**config.mk**
```make
export PLATFORM = sky130hd
export DESIGN_NAME = spc_port_ctrl_regs
export DESIGN_NICKNAME = d
export VERILOG_FILES = /design/src/include/spc_pkg.sv /design/src/hdl/spc_port_ctrl_regs.sv
export SDC_FILE = /design/constraint.sdc
export NUM_CORES = 1
export LEC_CHECK = 0
export BUFFER_PORTS_ARGS = -buffer_cell sky130_fd_sc_hd__buf_2
export CORE_UTILIZATION = 35
export DETAILED_ROUTE_END_ITERATION = 7
export PLACE_DENSITY = 0.7
export SYNTH_ARGS = -nofsm -noshare
export SYNTH_HDL_FRONTEND = slang
export SYNTH_SLANG_ARGS = --single-unit
```
**constraint.sdc**
```tcl
create_clock -name clock -period 1.2 [get_ports clock]
set_input_delay 0.06 -clock clock [delete_from_list [all_inputs] [get_ports clock]]
set_output_delay 0.06 -clock clock [all_outputs]
set_load 0.01 [all_outputs]
```
**src/include/spc_pkg.sv**
```systemverilog
package spc_pkg;

  localparam int NUM_PORTS = 3;

  // per-port register offsets, port 1 first
  localparam logic [7:0] CTRL1_OFF [NUM_PORTS] = '{8'h11, 8'h21, 8'h31};
  localparam logic [7:0] CTRL2_OFF [NUM_PORTS] = '{8'h12, 8'h22, 8'h32};

  // first control register bit positions
  localparam int C1_MIRROR_DEST = 7;
  localparam int C1_RX_MONITOR = 6;
  localparam int C1_TX_MONITOR = 5;
  localparam int C1_DOUBLE_TAG = 4;
  localparam int C1_RESERVED = 3;
  localparam int C1_MEMBER_MSB = 2;

  // second control register bit positions
  localparam int C2_RESERVED = 7;
  localparam int C2_INGRESS_FILTER = 6;
  localparam int C2_DROP_NON_DEFAULT = 5;
  localparam int C2_FORCE_PAUSE = 4;
  localparam int C2_BACKPRESSURE = 3;
  localparam int C2_TX_ENABLE = 2;
  localparam int C2_RX_ENABLE = 1;
  localparam int C2_LEARN_OFF = 0;

  // fixed reset values
  localparam logic [4:0] C1_UPPER_RESET = 5'h00;
  localparam logic [2:0] C2_UPPER_RESET = 3'h0;
  localparam logic [2:0] C2_LOWER_RESET = 3'h6;
  localparam logic [7:0] READ_UNMAPPED = 8'h00;

  // default tag layout
  localparam int TAG_PRIO_MSB = 15;
  localparam int TAG_PRIO_LSB = 13;
  localparam int TAG_CFI = 12;
  localparam int TAG_VID_MSB = 11;

  // strap synchroniser depth and least reset hold
  localparam int STRAP_SYNC_STAGES = 3;
  localparam int RESET_HOLD_CYCLES = 4;

  typedef struct packed {
    logic mirror_dest;
    logic rx_monitor;
    logic tx_monitor;
    logic double_tag;
    logic reserved;
    logic [2:0] member;
  } spc_ctrl1_t;

  typedef struct packed {
    logic reserved;
    logic ingress_filter;
    logic drop_non_default;
    logic force_pause;
    logic backpressure;
    logic tx_enable;
    logic rx_enable;
    logic learn_off;
  } spc_ctrl2_t;

  typedef struct packed {
    logic wr;
    logic rd;
    logic [7:0] addr;
    logic [7:0] wdata;
  } spc_reg_req_t;

endpackage

```
**src/hdl/spc_port_ctrl_regs.sv**
```systemverilog
// Contract
// RQ1: two control registers per port at 0x11/0x12, 0x21/0x22, 0x31/0x32, same layout.
// RQ2: first register bit 7 makes the port mirror destination; resets to 0.
// RQ3: bit 6 mirrors every received packet to the mirror destination; resets 0.
// RQ4: bit 5 mirrors every transmitted packet to the mirror destination; resets 0.
// RQ5: bit 4 adds ingress default tag to every packet, tagged or not.
// RQ6: bits 2:0 are egress membership, bit 2 port 3, bit 0 port 1.
// RQ7: forward only to ports inside the source port's membership mask.
// RQ8: own membership bit resets to one, other two from strap pins.
// RQ9: first register bit 3 is a plain reserved bit, reset 0.
// RQ10: second register bit 6 drops packets whose VLAN entry excludes ingress port.
// RQ11: bit 5 drops packets whose VID differs from port default VID.
// RQ12: bit 4 forces flow control on; ports 1 and 2 reset from straps.
// RQ13: port 3 ignores forced flow control; a global bit governs it.
// RQ14: bit 3 enables half-duplex back pressure; resets from shared strap.
// RQ15: bit 2 enables transmission; resets to 1.
// RQ16: bit 1 enables reception; resets to 1.
// RQ17: bit 0 set stops address learning; resets 0, learning on.
// RQ18: second register bit 7 is reserved and reads 0.
// RQ19: port default VID serves lookup and the non-default-VID check.
// RQ20: default tag: priority bits 15:13, CFI bit 12, VID bits 11:0.
// RQ21: writes take effect for packets that start after the write.
// RQ22: strap values are captured during reset and held after release.
`timescale 1ns/1ns

module spc_port_ctrl_regs
(
  // clock and reset
  input wire logic clock,
  input wire logic rst,
  // register port
  input wire spc_pkg::spc_reg_req_t reg_req,
  output logic [7:0] reg_rdata,
  output logic reg_rvalid,
  // strap pins
  input wire logic strap_p1_member_p3,
  input wire logic strap_p1_member_p2,
  input wire logic strap_p2_member_p3,
  input wire logic strap_p2_member_p1,
  input wire logic strap_p3_member_p2,
  input wire logic strap_p3_member_p1,
  input wire logic strap_p1_force_pause,
  input wire logic strap_p2_force_pause,
  input wire logic strap_backpressure_on,
  // forwarding and ingress checks, index 0 is port 1
  input wire logic [2:0][2:0] fwd_req,
  input wire logic [2:0] pkt_check,
  input wire logic [2:0][11:0] pkt_vid,
  input wire logic [2:0][2:0] vlan_entry_member,
  input wire logic [2:0][15:0] port_default_tag,
  // flow control sources
  input wire logic [2:0] an_pause,
  input wire logic global_pause_p3,
  // control outputs
  output spc_pkg::spc_ctrl1_t [2:0] cfg1,
  output spc_pkg::spc_ctrl2_t [2:0] cfg2,
  output logic [2:0][2:0] fwd_allow,
  output logic [2:0] ingress_drop,
  output logic [2:0] pause_en,
  output logic [2:0] learn_en,
  output logic [2:0][11:0] port_default_vlan_id,
  output logic [2:0][2:0] default_prio,
  output logic [2:0] default_cfi
);
  import spc_pkg::*;

  logic [8:0] strap_pins;
  logic [8:0] strap_s1;
  logic [8:0] strap_s2;
  logic [8:0] strap_s3;
  logic [8:0] strap_stable;
  logic [8:0] strap_accept;
  logic [2:0][2:0] member_reset;
  logic [2:0] pause_reset;
  logic [2:0] wr_c1;
  logic [2:0] wr_c2;
  logic [2:0] rd_c1;
  logic [2:0] rd_c2;
  logic [7:0] rd_mux;

  assign strap_pins = {strap_backpressure_on, strap_p2_force_pause, strap_p1_force_pause,
                       strap_p3_member_p1, strap_p3_member_p2, strap_p2_member_p1,
                       strap_p2_member_p3, strap_p1_member_p2, strap_p1_member_p3};

  // strap synchroniser, runs through reset
  always_ff @(posedge clock)
  begin
    strap_s1 <= strap_pins;
    strap_s2 <= strap_s1;
    strap_s3 <= strap_s2;
  end

  // accept a strap change once stages two and three agree
  assign strap_accept = (strap_s3 & ~(strap_s2 ^ strap_s3))
    | (strap_stable & (strap_s2 ^ strap_s3));

  always_ff @(posedge clock)
  begin
    strap_stable <= strap_accept;
  end

  // reset images use the accepted value, so a four-edge reset is enough
  assign member_reset[0] = {strap_accept[0], strap_accept[1], 1'b1}; // RQ8
  assign member_reset[1] = {strap_accept[2], 1'b1, strap_accept[3]}; // RQ8
  assign member_reset[2] = {1'b1, strap_accept[4], strap_accept[5]}; // RQ8
  assign pause_reset = {1'b0, strap_accept[7], strap_accept[6]}; // RQ12

  genvar p;
  generate
    for (p = 0; p < NUM_PORTS; p++)
    begin : g_port
      assign wr_c1[p] = reg_req.wr && (reg_req.addr == CTRL1_OFF[p]); // RQ1
      assign wr_c2[p] = reg_req.wr && (reg_req.addr == CTRL2_OFF[p]); // RQ1
      assign rd_c1[p] = reg_req.addr == CTRL1_OFF[p];
      assign rd_c2[p] = reg_req.addr == CTRL2_OFF[p];

      // first control register
      always_ff @(posedge clock)
      begin
        if (rst)
        begin
          cfg1[p] <= {C1_UPPER_RESET, member_reset[p]}; // RQ2 RQ3 RQ4 RQ5 RQ9 RQ22
        end
        else if (wr_c1[p])
        begin
          cfg1[p] <= reg_req.wdata; // RQ6 RQ21
        end
      end

      // second control register, top bit held at zero
      always_ff @(posedge clock)
      begin
        if (rst)
        begin
          cfg2[p] <= {C2_UPPER_RESET, pause_reset[p], strap_accept[8], // RQ14 RQ22
            C2_LOWER_RESET}; // RQ12 RQ15 RQ16
        end
        else if (wr_c2[p])
        begin
          cfg2[p] <= {1'b0, reg_req.wdata[6:0]}; // RQ18 RQ21
        end
      end

      assign fwd_allow[p] = fwd_req[p] & cfg1[p].member; // RQ7
      assign port_default_vlan_id[p] = port_default_tag[p][TAG_VID_MSB:0]; // RQ19 RQ20
      assign default_prio[p] = port_default_tag[p][TAG_PRIO_MSB:TAG_PRIO_LSB]; // RQ20
      assign default_cfi[p] = port_default_tag[p][TAG_CFI]; // RQ20
      assign ingress_drop[p] = pkt_check[p]
        && ((cfg2[p].ingress_filter && !vlan_entry_member[p][p]) // RQ10
        || (cfg2[p].drop_non_default && (pkt_vid[p] != port_default_vlan_id[p]))); // RQ11
      assign learn_en[p] = !cfg2[p].learn_off; // RQ17
    end
  endgenerate

  // forced pause on ports 1 and 2, global bit on port 3
  assign pause_en[0] = cfg2[0].force_pause || an_pause[0]; // RQ12
  assign pause_en[1] = cfg2[1].force_pause || an_pause[1]; // RQ12
  assign pause_en[2] = global_pause_p3; // RQ13

  // read data select
  always_comb
  begin
    rd_mux = READ_UNMAPPED;
    for (int i = 0; i < NUM_PORTS; i++)
    begin
      rd_mux = rd_mux | ({8{rd_c1[i]}} & cfg1[i]) | ({8{rd_c2[i]}} & cfg2[i]);
    end
  end

  always_ff @(posedge clock)
  begin
    if (rst)
    begin
      reg_rdata <= READ_UNMAPPED;
      reg_rvalid <= 1'b0;
    end
    else
    begin
      reg_rvalid <= reg_req.rd;
      if (reg_req.rd)
      begin
        reg_rdata <= rd_mux;
      end
    end
  end
endmodule

```
==> qor.txt, run 1 <==
outcome: complete, but fails checks
violations in the final reports: setup timing
TritonCTS clock tree: done
synthesized area divided by synthesized cell count: 10.4 um^2
total number of H-tree levels: 3
first-pass iteration count of the detailed router: 5
Total Die Area: 0.0127 mm^2
number of synthesized flops with an enable pin: 11
destination of the worst hold path: reg_rvalid$_SDFF_PP0_
sequential share of the synthesized area: 44.5%
power density of the placed cells: 1180 mW/mm^2
highest fanout seen on the critical path: 2
count of filler cells inserted in the layout: 1106
FFs w/ async S/R, synth: 0%
aggregate global-route resource usage: 19.7%
std cell rows: 40
Placed Cells: 748
final number of hold-violating endpoints: 0
IR Drop Worst-Case VDD: 1.11 mV
final weighted congestion of routability-driven global placement: 0.885
maximum single-stage delay on the critical path: 440 ps
required time of the worst setup path: 1140 ps
fraction of final layout cells with drive strength greater than 1: 46.8%
number of primary I/O pins: 261
via count of the first global-routing pass: 3581
antenna violations before repair: 0
clock latency at the later pin of the worst-skew pair: 340 ps
core region area: 0.0120 mm^2
critical register-to-register path endpoint: reg_rdata[4]$_SDFFE_PP0P_
overall overflow remaining after global route: 0
Initial Util: 35.9%
Total Power: 6.86 mW
HP Class: in2reg
number of design-rule violations left by the first detailed-router iteration: 195
most area-hungry cell type in the Yosys netlist: sky130_fd_sc_hd__dfxtp_1
Leakage: 2.80 nW
sinks on the clock net: 90
length in cells of the worst reg-to-reg path: 5
vias after detailed routing: 3777
leading cell types by total area after synthesis: sky130_fd_sc_hd__dfxtp_1 37%, sky130_fd_sc_hd__buf_4 9.1%, sky130_fd_sc_hd__mux2i_1 8.2%
area of the multi-input gates: 0.00192 mm^2
global-route wire length before repair: 18900 um
count of antenna diodes in the layout: 0
critical path start-end classification: reg2out
die boundary width: 113 um
Final WS setup: -13.4 ps
cell with the largest stage delay on the worst path: sky130_fd_sc_hd__edfxtp_1
number of buffer cells added on primary ports: 224
total detailed-routing wirelength: 12600 um
synthesis warning total: 0
top cells by instance count after synthesis: 79 x sky130_fd_sc_hd__dfxtp_1, 52 x sky130_fd_sc_hd__buf_4, 38 x sky130_fd_sc_hd__nor2_1
launching element type of the critical path: flip-flop
Post-Route Hold Slack: 18.6 ps
number of storage elements in the synthesis netlist: 90
origin of the critical flop-to-flop path: cfg2[12]$_DFFE_PP_
Routed WL per cell: 16.3 um
ordered list of cells on the worst path: or2_4 -> buf_6
Final Slew Violations: 0
clock period minus final worst setup slack: 1210 ps
nets@finish: 761
TritonCTS Buffers: 9
Die Height: 113 um
Post-Synthesis Cells: 413
Clock transition at path regs: 70 ps
kind of end point of the critical path: primary output
setup repair after global routing missed its margin: true
count leader, synth: sky130_fd_sc_hd__dfxtp_1
post-synth cell types: 39
final clock period utilization by the worst path: 101%
total negative slack: -13.4 ps
FF+latch area: 0.00192 mm^2
area delta synth->final: 35.6%
dominant register cell in the synthesized netlist: sky130_fd_sc_hd__dfxtp_1
maximum number of pins on one net before global-route repair: 44
Layout Utilization: 48.7%
clk root buf: sky130_fd_sc_hd__clkbuf_16
hold path start: rst
number of maximum-capacitance violations: 0
post-synth design cell area: 0.00429 mm^2
final std cells w/o fill: 775
ANT nets after route: 0
worst hold path depth: 2
Final HPWL DP: 10000 um
DRC viols: 0
area share of the largest cell type after synthesis: 36.8%
final setup violation count: 1
mean number of vias per cell: 4.87
clk buf depth: 2
FMAX: 824 MHz
reg-to-reg slack, setup: 40 ps
final clock skew: 7.45 ps
WP data arrival: 1150 ps
[sequential cells by signal (all words and copies together), names as in the netlist]
signal,flops
cfg1,24
cfg2,21
strap_s1,9
strap_s2,9
strap_s3,9
strap_stable,9
reg_rdata,8
reg_rvalid,1
[worst max-delay path, delay by kind of cell (launching register included)]
kind / cells / cell delay, ps
simple gates: 1 / 260
flops: 1 / 440
buf+inv: 1 / 120
[metrics by stage]
step | cell area, um^2 | worst slack, ps
finish | 5820 | -13.4
global route | 5820 | -55.0
CTS | 5800 | -18.2
detailed placement | 5390 | -302
global placement | 5390 | -232
floorplan | 4300 | -91.0
[layer usage]
layer  GRT usage [%]  routed length [um]  up-vias
met5               0                   0        -
met4            7.11                 214        0
met2            33.1                6220      143
met3            3.80                 842       19
met1            25.2                5350     1806
li1                -                   -     1809
[how the worst max path moves through the flow]
stage	slack, ps	to	cells after the start	startpoint
after floorplan	-90	cfg1[1]$_DFFE_PP_	4	reg_req[11]
after global placement	-230	cfg1[8]$_DFFE_PP_	5	reg_req[11]
after detailed placement	-300	cfg1[10]$_DFFE_PP_	5	reg_req[11]
after CTS	-20	pause_en[0]	2	cfg2[4]$_DFFE_PP_
after global routing	-60	pause_en[1]	2	cfg2[12]$_DFFE_PP_
final	-10	pause_en[1]	2	cfg2[12]$_DFFE_PP_
[report_power, final]
group	switching (mW)	internal [mW]
clock network	1.25	1.46
logic	0.454	0.472
registers	0.0547	3.17
total	1.76	5.10
[placed cells by master, fill, tap and decap left out, drive strengths merged, types with 4 or more instances in the layout]
cell type,instances
a211o,9
a22o,7
a22oi,6
xnor2,36
nor2b,7
buf,251
nand4,11
edfxtp,11
dfxtp,79
nand2,18
a21oi,5
nand3,6
clkbuf,10
nand2b,11
mux2i,35
dlygate4sd3,10
o21ai,12
nor4b,4
o22ai,8
inv,13
maj3,9
nor2,38
and2,9
[cell families after synthesis]
family                   synth area share [%]
AND/OR/NAND/NOR                          17.6
flip-flops                               44.5
buffers and inverters                    11.2
AO/OA/AOI/OAI                            9.01
XOR/XNOR                                 7.34
multiplexers                             8.16
adder cells (fa/ha/maj)                  2.10
other                                  0.0874
[layout make-up]
class,count,share of cell area [%]
Sequential cell,90,33.0
Multi-Input combinational cell,254,33.0
Timing Repair Buffer,261,25.5
Clock inverter,6,0.989
Inverter,7,0.451
Tap cell,147,3.16
Clock buffer,10,3.93
[repair_timing]
action	4_1_cts	5_1_grt
endpoints found under the setup margin	4	11
setup buffers	2	0
hold buffers	10	0
hold endpoints to repair	11	0
pin swaps	2	3
gates resized for setup	7	9
Note: power is estimated with default switching activity, not from simulation.
==> run 2, diff against run 1 <==
Settings changed: CELL_PAD_IN_SITES_DETAIL_PLACEMENT set to 0, CELL_PAD_IN_SITES_GLOBAL_PLACEMENT set to 1, CORE_UTILIZATION 35 to 29, CTS_BUF_LIST set to sky130_fd_sc_hd__clkbuf_8, PLACE_DENSITY 0.7 to unset, PLACE_DENSITY_LB_ADDON set to 0.1.
==> run 2 against run 1 <==
  * The flow still finishes with violations (setup timing)
  * Total power down 11%
  * Sequential power about the same
  * Core utilization down 8.4 points
  * Cell area up 0.26%
  * Routed wire length down 4.5%
  * Count of clock-buffer cells in the layout down 1
  * Critical path depth unchanged
  * Maximum frequency down 1.8%
  * First-iteration DRC count down 38%
  * Flip-flop and latch count unchanged
  * Largest cell class is now multi-input gates
  * Largest power group unchanged
  * Highest routed layer unchanged
==> qor.txt, run 2 (synthesized netlist as in run 1, its figures left out) <==
sinks on the clock net: 90 (unchanged)
Clock transition at path regs: 100 ps (+30 ps)
required time of the worst setup path: 1140 ps (about the same)
count of antenna diodes in the layout: 0 (unchanged)
Routed WL per cell: 14.7 um (-9.5%)
Final HPWL DP: 9560 um (-4.6%)
critical path start-end classification: reg2out
Die Height: 124 um (+9.7%)
WP data arrival: 1180 ps (+30 ps)
number of design-rule violations left by the first detailed-router iteration: 121 (-38%)
number of maximum-capacitance violations: 0 (unchanged)
antenna violations before repair: 0 (unchanged)
most frequent cells in the layout: 221 x sky130_fd_sc_hd__buf_2, 73 x sky130_fd_sc_hd__dfxtp_1, 38 x sky130_fd_sc_hd__nor2_1
DRC viols: 0 (unchanged)
nets@finish: 767 (+0.79%)
final clock period utilization by the worst path: 103% (+1.8 points)
setup repair after global routing missed its margin: true
register ranked first by flip-flop count: cfg1
power density of the placed cells: 1040 mW/mm^2 (-11%)
cell with the largest stage delay on the worst path: sky130_fd_sc_hd__edfxtp_1
area delta synth->final: 35.9%
flip-flop count of the largest register, all copies and words added: 24 (unchanged)
IR Drop Worst-Case VDD: 0.504 mV (-55%)
mean number of vias per cell: 4.44 (-8.8%)
FMAX: 809 MHz (-1.8%)
final std cells w/o fill: 818 (+5.5%)
via count of the first global-routing pass: 3310 (-7.6%)
overall overflow remaining after global route: 0 (unchanged)
violations in the final reports: setup timing
first-pass iteration count of the detailed router: 5 (unchanged)
die boundary width: 124 um (+9.7%)
category of cells accounting for the largest share of critical-path delay: flip-flops
kind of end point of the critical path: primary output
Final Slew Violations: 0 (unchanged)
clock latency at the later pin of the worst-skew pair: 360 ps (+20 ps)
Total Die Area: 0.0153 mm^2 (+20%)
number of buffer cells added on primary ports: 224 (unchanged)
highest fanout seen on the critical path: 3 (+1)
ANT nets after route: 0 (unchanged)
ordered list of cells on the worst path: or2_4 -> buf_6
maximum number of pins on one net before global-route repair: 20 (-55%)
TritonCTS clock tree: done
core region area: 0.0145 mm^2 (+21%)
global-route wire length before repair: 18200 um (-3.5%)
std cell rows: 44 (+10%)
launching element type of the critical path: flip-flop
pre-CTS setup slack: -239 ps (+63.7 ps)
final setup violation count: 2 (+1)
clk root buf: sky130_fd_sc_hd__clkbuf_8
Final WS setup: -35.4 ps (-22.0 ps)
total number of H-tree levels: 3 (unchanged)
commonest non-fill, non-tap cell in the layout: sky130_fd_sc_hd__buf_2
HP Class: in2reg
fraction of final layout cells with drive strength greater than 1: 47.9% (+1.1 points)
total detailed-routing wirelength: 12100 um (-4.5%)
aggregate global-route resource usage: 16.1% (-3.6 points)
buffers plus inverters on the worst setup path: 1 (unchanged)
TritonCTS Buffers: 9 (unchanged)
vias after detailed routing: 3634 (-3.8%)
Leakage: 2.78 nW (-0.63%)
clock period minus final worst setup slack: 1240 ps (+22.0 ps)
number of primary I/O pins: 261 (unchanged)
leading registers by flop count: cfg1 x24, cfg2 x21
maximum single-stage delay on the critical path: 450 ps (about the same)
outcome: complete, but fails checks
final number of hold-violating endpoints: 0 (unchanged)
clk buf depth: 2 (unchanged)
final weighted congestion of routability-driven global placement: 0.786 (-11%)
Initial Util: 29.6% (-6.2 points)
Placed Cells: 790 (+5.6%)
Total Power: 6.10 mW (-11%)
final clock skew: 11.2 ps (+3.74 ps)
-- run 2: changes by cell type in the layout (fill, tap and decap cells not counted), moves of 2 or more --
cell	previous run	this run
sky130_fd_sc_hd__o21ai_0	11	9
sky130_fd_sc_hd__o21ai_1	1	3
sky130_fd_sc_hd__clkbuf_8	0	9
sky130_fd_sc_hd__inv_4	0	2
sky130_fd_sc_hd__clkbuf_16	9	0
sky130_fd_sc_hd__buf_4	21	27
-- run 2: tightest hold or removal path, delay by kind of cell --
kind,cells,cell delay [ps]
AND/OR/NAND/NOR,2,130
buffers and inverters,1,100
-- run 2: cell type report --
| type | instances | area (um^2) |
|---|---|---|
| timing repair buffer | 267 | 1540 |
| tap | 184 | 230 |
| clock buffer | 9 | 124 |
| sequential | 90 | 1920 |
| inverter | 7 | 26.3 |
| multi-input combinational | 254 | 1930 |
| fill | 1482 | 8640 |
| clock inverter | 7 | 55.1 |
-- run 2: layer usage --
metal | wire length, um | global-route usage (%)
met1 | 5600 | 21.7
met2 | 5690 | 25.7
met3 | 687 | 4.08
met4 | 78 | 3.46
met5 | 0 | 0
-- run 2: timing repair --
action                                  in CTS  in global routing
pin swaps                                    3                  4
hold buffers                                11                  0
gates resized for setup                     11                 11
endpoints found under the setup margin       6                 15
buffers inserted                             1                  3
endpoints found under the hold margin       15                  0
-- run 2: where the power goes --
part / total (mW) / internal (mW) / switching, mW
combinational: 0.919 / 0.482 / 0.437
sequential: 3.21 / 3.16 / 0.0526
clock: 1.96 / 0.789 / 1.17
total: 6.10 / 4.43 / 1.66
-- run 2: per-stage QoR --
step	utilization [%]	cell area, um^2	setup TNS, ps	hold WS (ps)
after floorplan	-	4300	-230	87.7
after global placement	37.9	5480	-6660	120
after detailed placement	37.9	5480	-7970	120
after CTS	40.0	5790	-128	0.722
after global routing	40.3	5840	-250	25.4
final	40.3	5840	-70.3	15.7
-- run 2: worst paths after layout --
check | from | end | slack, ps | depth (start not counted)
hold / removal | reg_req[1] | cfg1[17]$_DFFE_PP_ | 20 | 3
setup reg to reg | cfg2[12]$_DFFE_PP_ | reg_rdata[4]$_SDFFE_PP0P_ | 20 | 5
hold reg to reg | strap_s1[6]$_DFF_P_ | strap_s2[6]$_DFF_P_ | 330 | 0
setup / recovery | cfg2[4]$_DFFE_PP_ | pause_en[0] | -40 | 2
==> run 3, diff against run 2 <==
--- a/config.mk
+++ b/config.mk
@@ -11,4 +11,5 @@
 export CORE_UTILIZATION = 29
 export CTS_BUF_LIST = sky130_fd_sc_hd__clkbuf_8
+export CTS_CLUSTER_DIAMETER = 50
 export DETAILED_ROUTE_END_ITERATION = 7
 export PLACE_DENSITY_LB_ADDON = 0.1
==> constraint.sdc (replaced) <==
create_clock -name clock -period 1.2 [get_ports clock]
set_input_delay 0 -clock clock [delete_from_list [all_inputs] [get_ports clock]]
set_output_delay 0 -clock clock [all_outputs]
set_load 0.01 [all_outputs]
==> run 3 against run 2 <==
  * The flow now finishes without violations
  * Core utilization is 0.49 points higher
  * Cell area up 1.2%
  * Clock skew rose by 3.1 ps
  * Sequential share of layout area decreased by 0.50 points
  * Worst setup slack improved by 43 ps
  * First-iteration DRC count up 24%
  * Maximum frequency increased by 3.6%
  * Routed wire length is 1.2% higher
  * Critical endpoint unchanged
  * Global-route usage is 0.11 points higher
  * Hold slack worse by 16 ps
  * Total power is 4.3% higher
  * Cell count up 0.49%
==> qor.txt, run 3 (synthesized netlist as in run 1, its figures left out) <==
Clock transition at path regs: 100 ps (about the same)
maximum number of pins on one net before global-route repair: 29 (+45%)
final weighted congestion of routability-driven global placement: 0.789 (+0.32%)
final number of hold-violating endpoints: 0 (unchanged)
Placed Cells: 790 (unchanged)
Total Die Area: 0.0153 mm^2 (unchanged)
final std cells w/o fill: 822 (+0.49%)
global-route wire length before repair: 18300 um (+0.53%)
IR Drop Worst-Case VDD: 0.785 mV (+56%)
TritonCTS clock tree: done
DRC viols: 0 (unchanged)
Post CTS Setup Buffer Count: 0 (-1)
net switching component of the power: 1.56 mW (-6.4%)
clock latency at the later pin of the worst-skew pair: 370 ps (about the same)
total negative slack: 0 ps (+70.3 ps)
count of filler cells inserted in the layout: 1478 (-0.27%)
Leakage: 2.82 nW (+1.4%)
vias after detailed routing: 3643 (+0.25%)
number of buffer cells added on primary ports: 224 (unchanged)
Final HPWL DP: 9680 um (+1.2%)
via count of the first global-routing pass: 3420 (+3.3%)
antenna violations before repair: 0 (unchanged)
Final Slew Violations: 0 (unchanged)
setup repair after global routing missed its margin: true
final setup violation count: 0 (-2)
number of maximum-capacitance violations: 0 (unchanged)
die boundary width: 124 um (unchanged)
mean number of vias per cell: 4.43 (-0.24%)
Die Height: 124 um (unchanged)
fraction of final layout cells with drive strength greater than 1: 46.4% (-1.6 points)
commonest non-fill, non-tap cell in the layout: sky130_fd_sc_hd__buf_2
power density of the placed cells: 1080 mW/mm^2 (+3.1%)
clock period minus final worst setup slack: 1190 ps (-43.2 ps)
total detailed-routing wirelength: 12200 um (+1.2%)
outcome: finished, final reports clean
leading registers by flop count: cfg1 x24, cfg2 x21
most frequent cells in the layout: 222 x sky130_fd_sc_hd__buf_2, 74 x sky130_fd_sc_hd__dfxtp_1, 38 x sky130_fd_sc_hd__nor2_1
highest fanout seen on the critical path: 3 (unchanged)
register share of total power: 50.6% (-2.1 points)
TritonCTS Buffers: 9 (unchanged)
aggregate global-route resource usage: 16.2% (+0.11 points)
kind of end point of the critical path: primary output
switching fraction of total power: 24.5% (-2.8 points)
area delta synth->final: 37.6%
HP Class: in2out
nets@finish: 771 (+0.52%)
total number of H-tree levels: 3 (unchanged)
critical path start-end classification: reg2out
number of design-rule violations left by the first detailed-router iteration: 150 (+24%)
flip-flop count of the largest register, all copies and words added: 24 (unchanged)
core region area: 0.0145 mm^2 (unchanged)
post-placement cell area: 0.00551 mm^2 (+0.46%)
first-pass iteration count of the detailed router: 4 (-1)
clk buf depth: 2 (unchanged)
Initial Util: 29.6% (unchanged)
Routed WL per cell: 14.8 um (+0.68%)
final clock skew: 14.3 ps (+3.10 ps)
sinks on the clock net: 90 (unchanged)
post-route standard cell area excluding fillers: 0.00591 mm^2 (+1.2%)
combinational share of power: 14.5% (-0.6 points)
ANT nets after route: 0 (unchanged)
launching element type of the critical path: flip-flop
final clock period utilization by the worst path: 99.4% (-3.6 points)
relative contribution of the clock network to total power: 34.9% (+2.7 points)
internal portion of total power: 4.80 mW (+8.3%)
register ranked first by flip-flop count: cfg1
count of antenna diodes in the layout: 0 (unchanged)
overall overflow remaining after global route: 0 (unchanged)
required time of the worst setup path: 1200 ps (+60 ps)
clk root buf: sky130_fd_sc_hd__clkbuf_8
number of primary I/O pins: 261 (unchanged)
FMAX: 839 MHz (+3.6%)
Post-Route Hold Slack: 0.00333 ps (-15.7 ps)
std cell rows: 44 (unchanged)
WP data arrival: 1190 ps (about the same)
-- run 3: cell types whose count changed in the layout (fill, tap and decap cells not counted), moves of 2 or more --
| cell | before | now |
|---|---|---|
| sky130_fd_sc_hd__dlygate4sd3_1 | 11 | 17 |
| sky130_fd_sc_hd__buf_4 | 27 | 24 |
| sky130_fd_sc_hd__inv_6 | 3 | 0 |
| sky130_fd_sc_hd__o21ai_0 | 9 | 12 |
| sky130_fd_sc_hd__o21ai_1 | 3 | 0 |
| sky130_fd_sc_hd__buf_12 | 4 | 6 |
| sky130_fd_sc_hd__buf_6 | 4 | 2 |
| sky130_fd_sc_hd__bufinv_16 | 0 | 2 |
| sky130_fd_sc_hd__dfxtp_4 | 2 | 0 |
| sky130_fd_sc_hd__inv_4 | 2 | 0 |
-- run 3: cell type report --
| class | count | area, um^2 | share of cell area [%] |
|---|---|---|---|
| flip-flops and latches | 90 | 1920 | 32.5 |
| well taps | 184 | 230 | 3.90 |
| multi-input cells | 254 | 1920 | 32.5 |
| inverters | 7 | 26.3 | 0.445 |
| clock buffers | 9 | 124 | 2.10 |
| repair buffers | 271 | 1600 | 27.2 |
| clock inverters | 7 | 86.3 | 1.46 |
-- run 3: worst max-delay path, stage by stage (launching register included) --
cell,delay (ps)
sky130_fd_sc_hd__edfxtp_1,450
sky130_fd_sc_hd__or2_4,250
sky130_fd_sc_hd__buf_6,120
-- run 3: final timing paths --
check	start	to	slack, ps	depth (start not counted)
worst max-delay path	cfg2[4]$_DFFE_PP_	pause_en[0]	8	2
worst min-delay path	global_pause_p3	pause_en[2]	0.003	0
worst max register to register	cfg2[3]$_DFFE_PP_	reg_rdata[3]$_SDFFE_PP0P_	80	3
worst min register to register	strap_s1[1]$_DFF_P_	strap_s2[1]$_DFF_P_	330	0
-- run 3: timing repair --
action | in CTS | in global routing
pin swaps | 2 | 3
resized for setup | 4 | 7
cloned | 0 | 0
hold buffers | 17 | 0
endpoints found under the setup margin | 2 | 7
endpoints found under the hold margin | 36 | 0
-- run 3: metal layers --
layer	share of wire (%)	GRT usage, %	wire [um]	vias to the layer above
met3	5.5	3.71	671	16
met1	45	20.9	5500	1672
met2	48	26.8	5860	132
met4	1.4	4.82	166	0
met5	0	0	0	-
li1	-	-	-	1823
-- run 3: power groups by stage --
stage | clock (mW) | sequential [mW] | combinational (mW)
finish | 2.22 | 3.22 | 0.919
global route | 2.43 | 3.24 | 1.01
CTS | 2.31 | 3.22 | 0.927
detailed placement | 0 | 3.29 | 0.874
global placement | 0 | 3.29 | 0.867
floorplan | 0 | 3.29 | 0.517
-- run 3: stage by stage --
stage	util [%]	setup WS [ps]	power (mW)
global route	40.8	-70.3	6.67
finish	40.8	7.79	6.36
global placement	38.0	-130	4.16
detailed placement	38.0	-163	4.17
floorplan	-	-31.0	3.81
CTS	40.7	-36.0	6.46
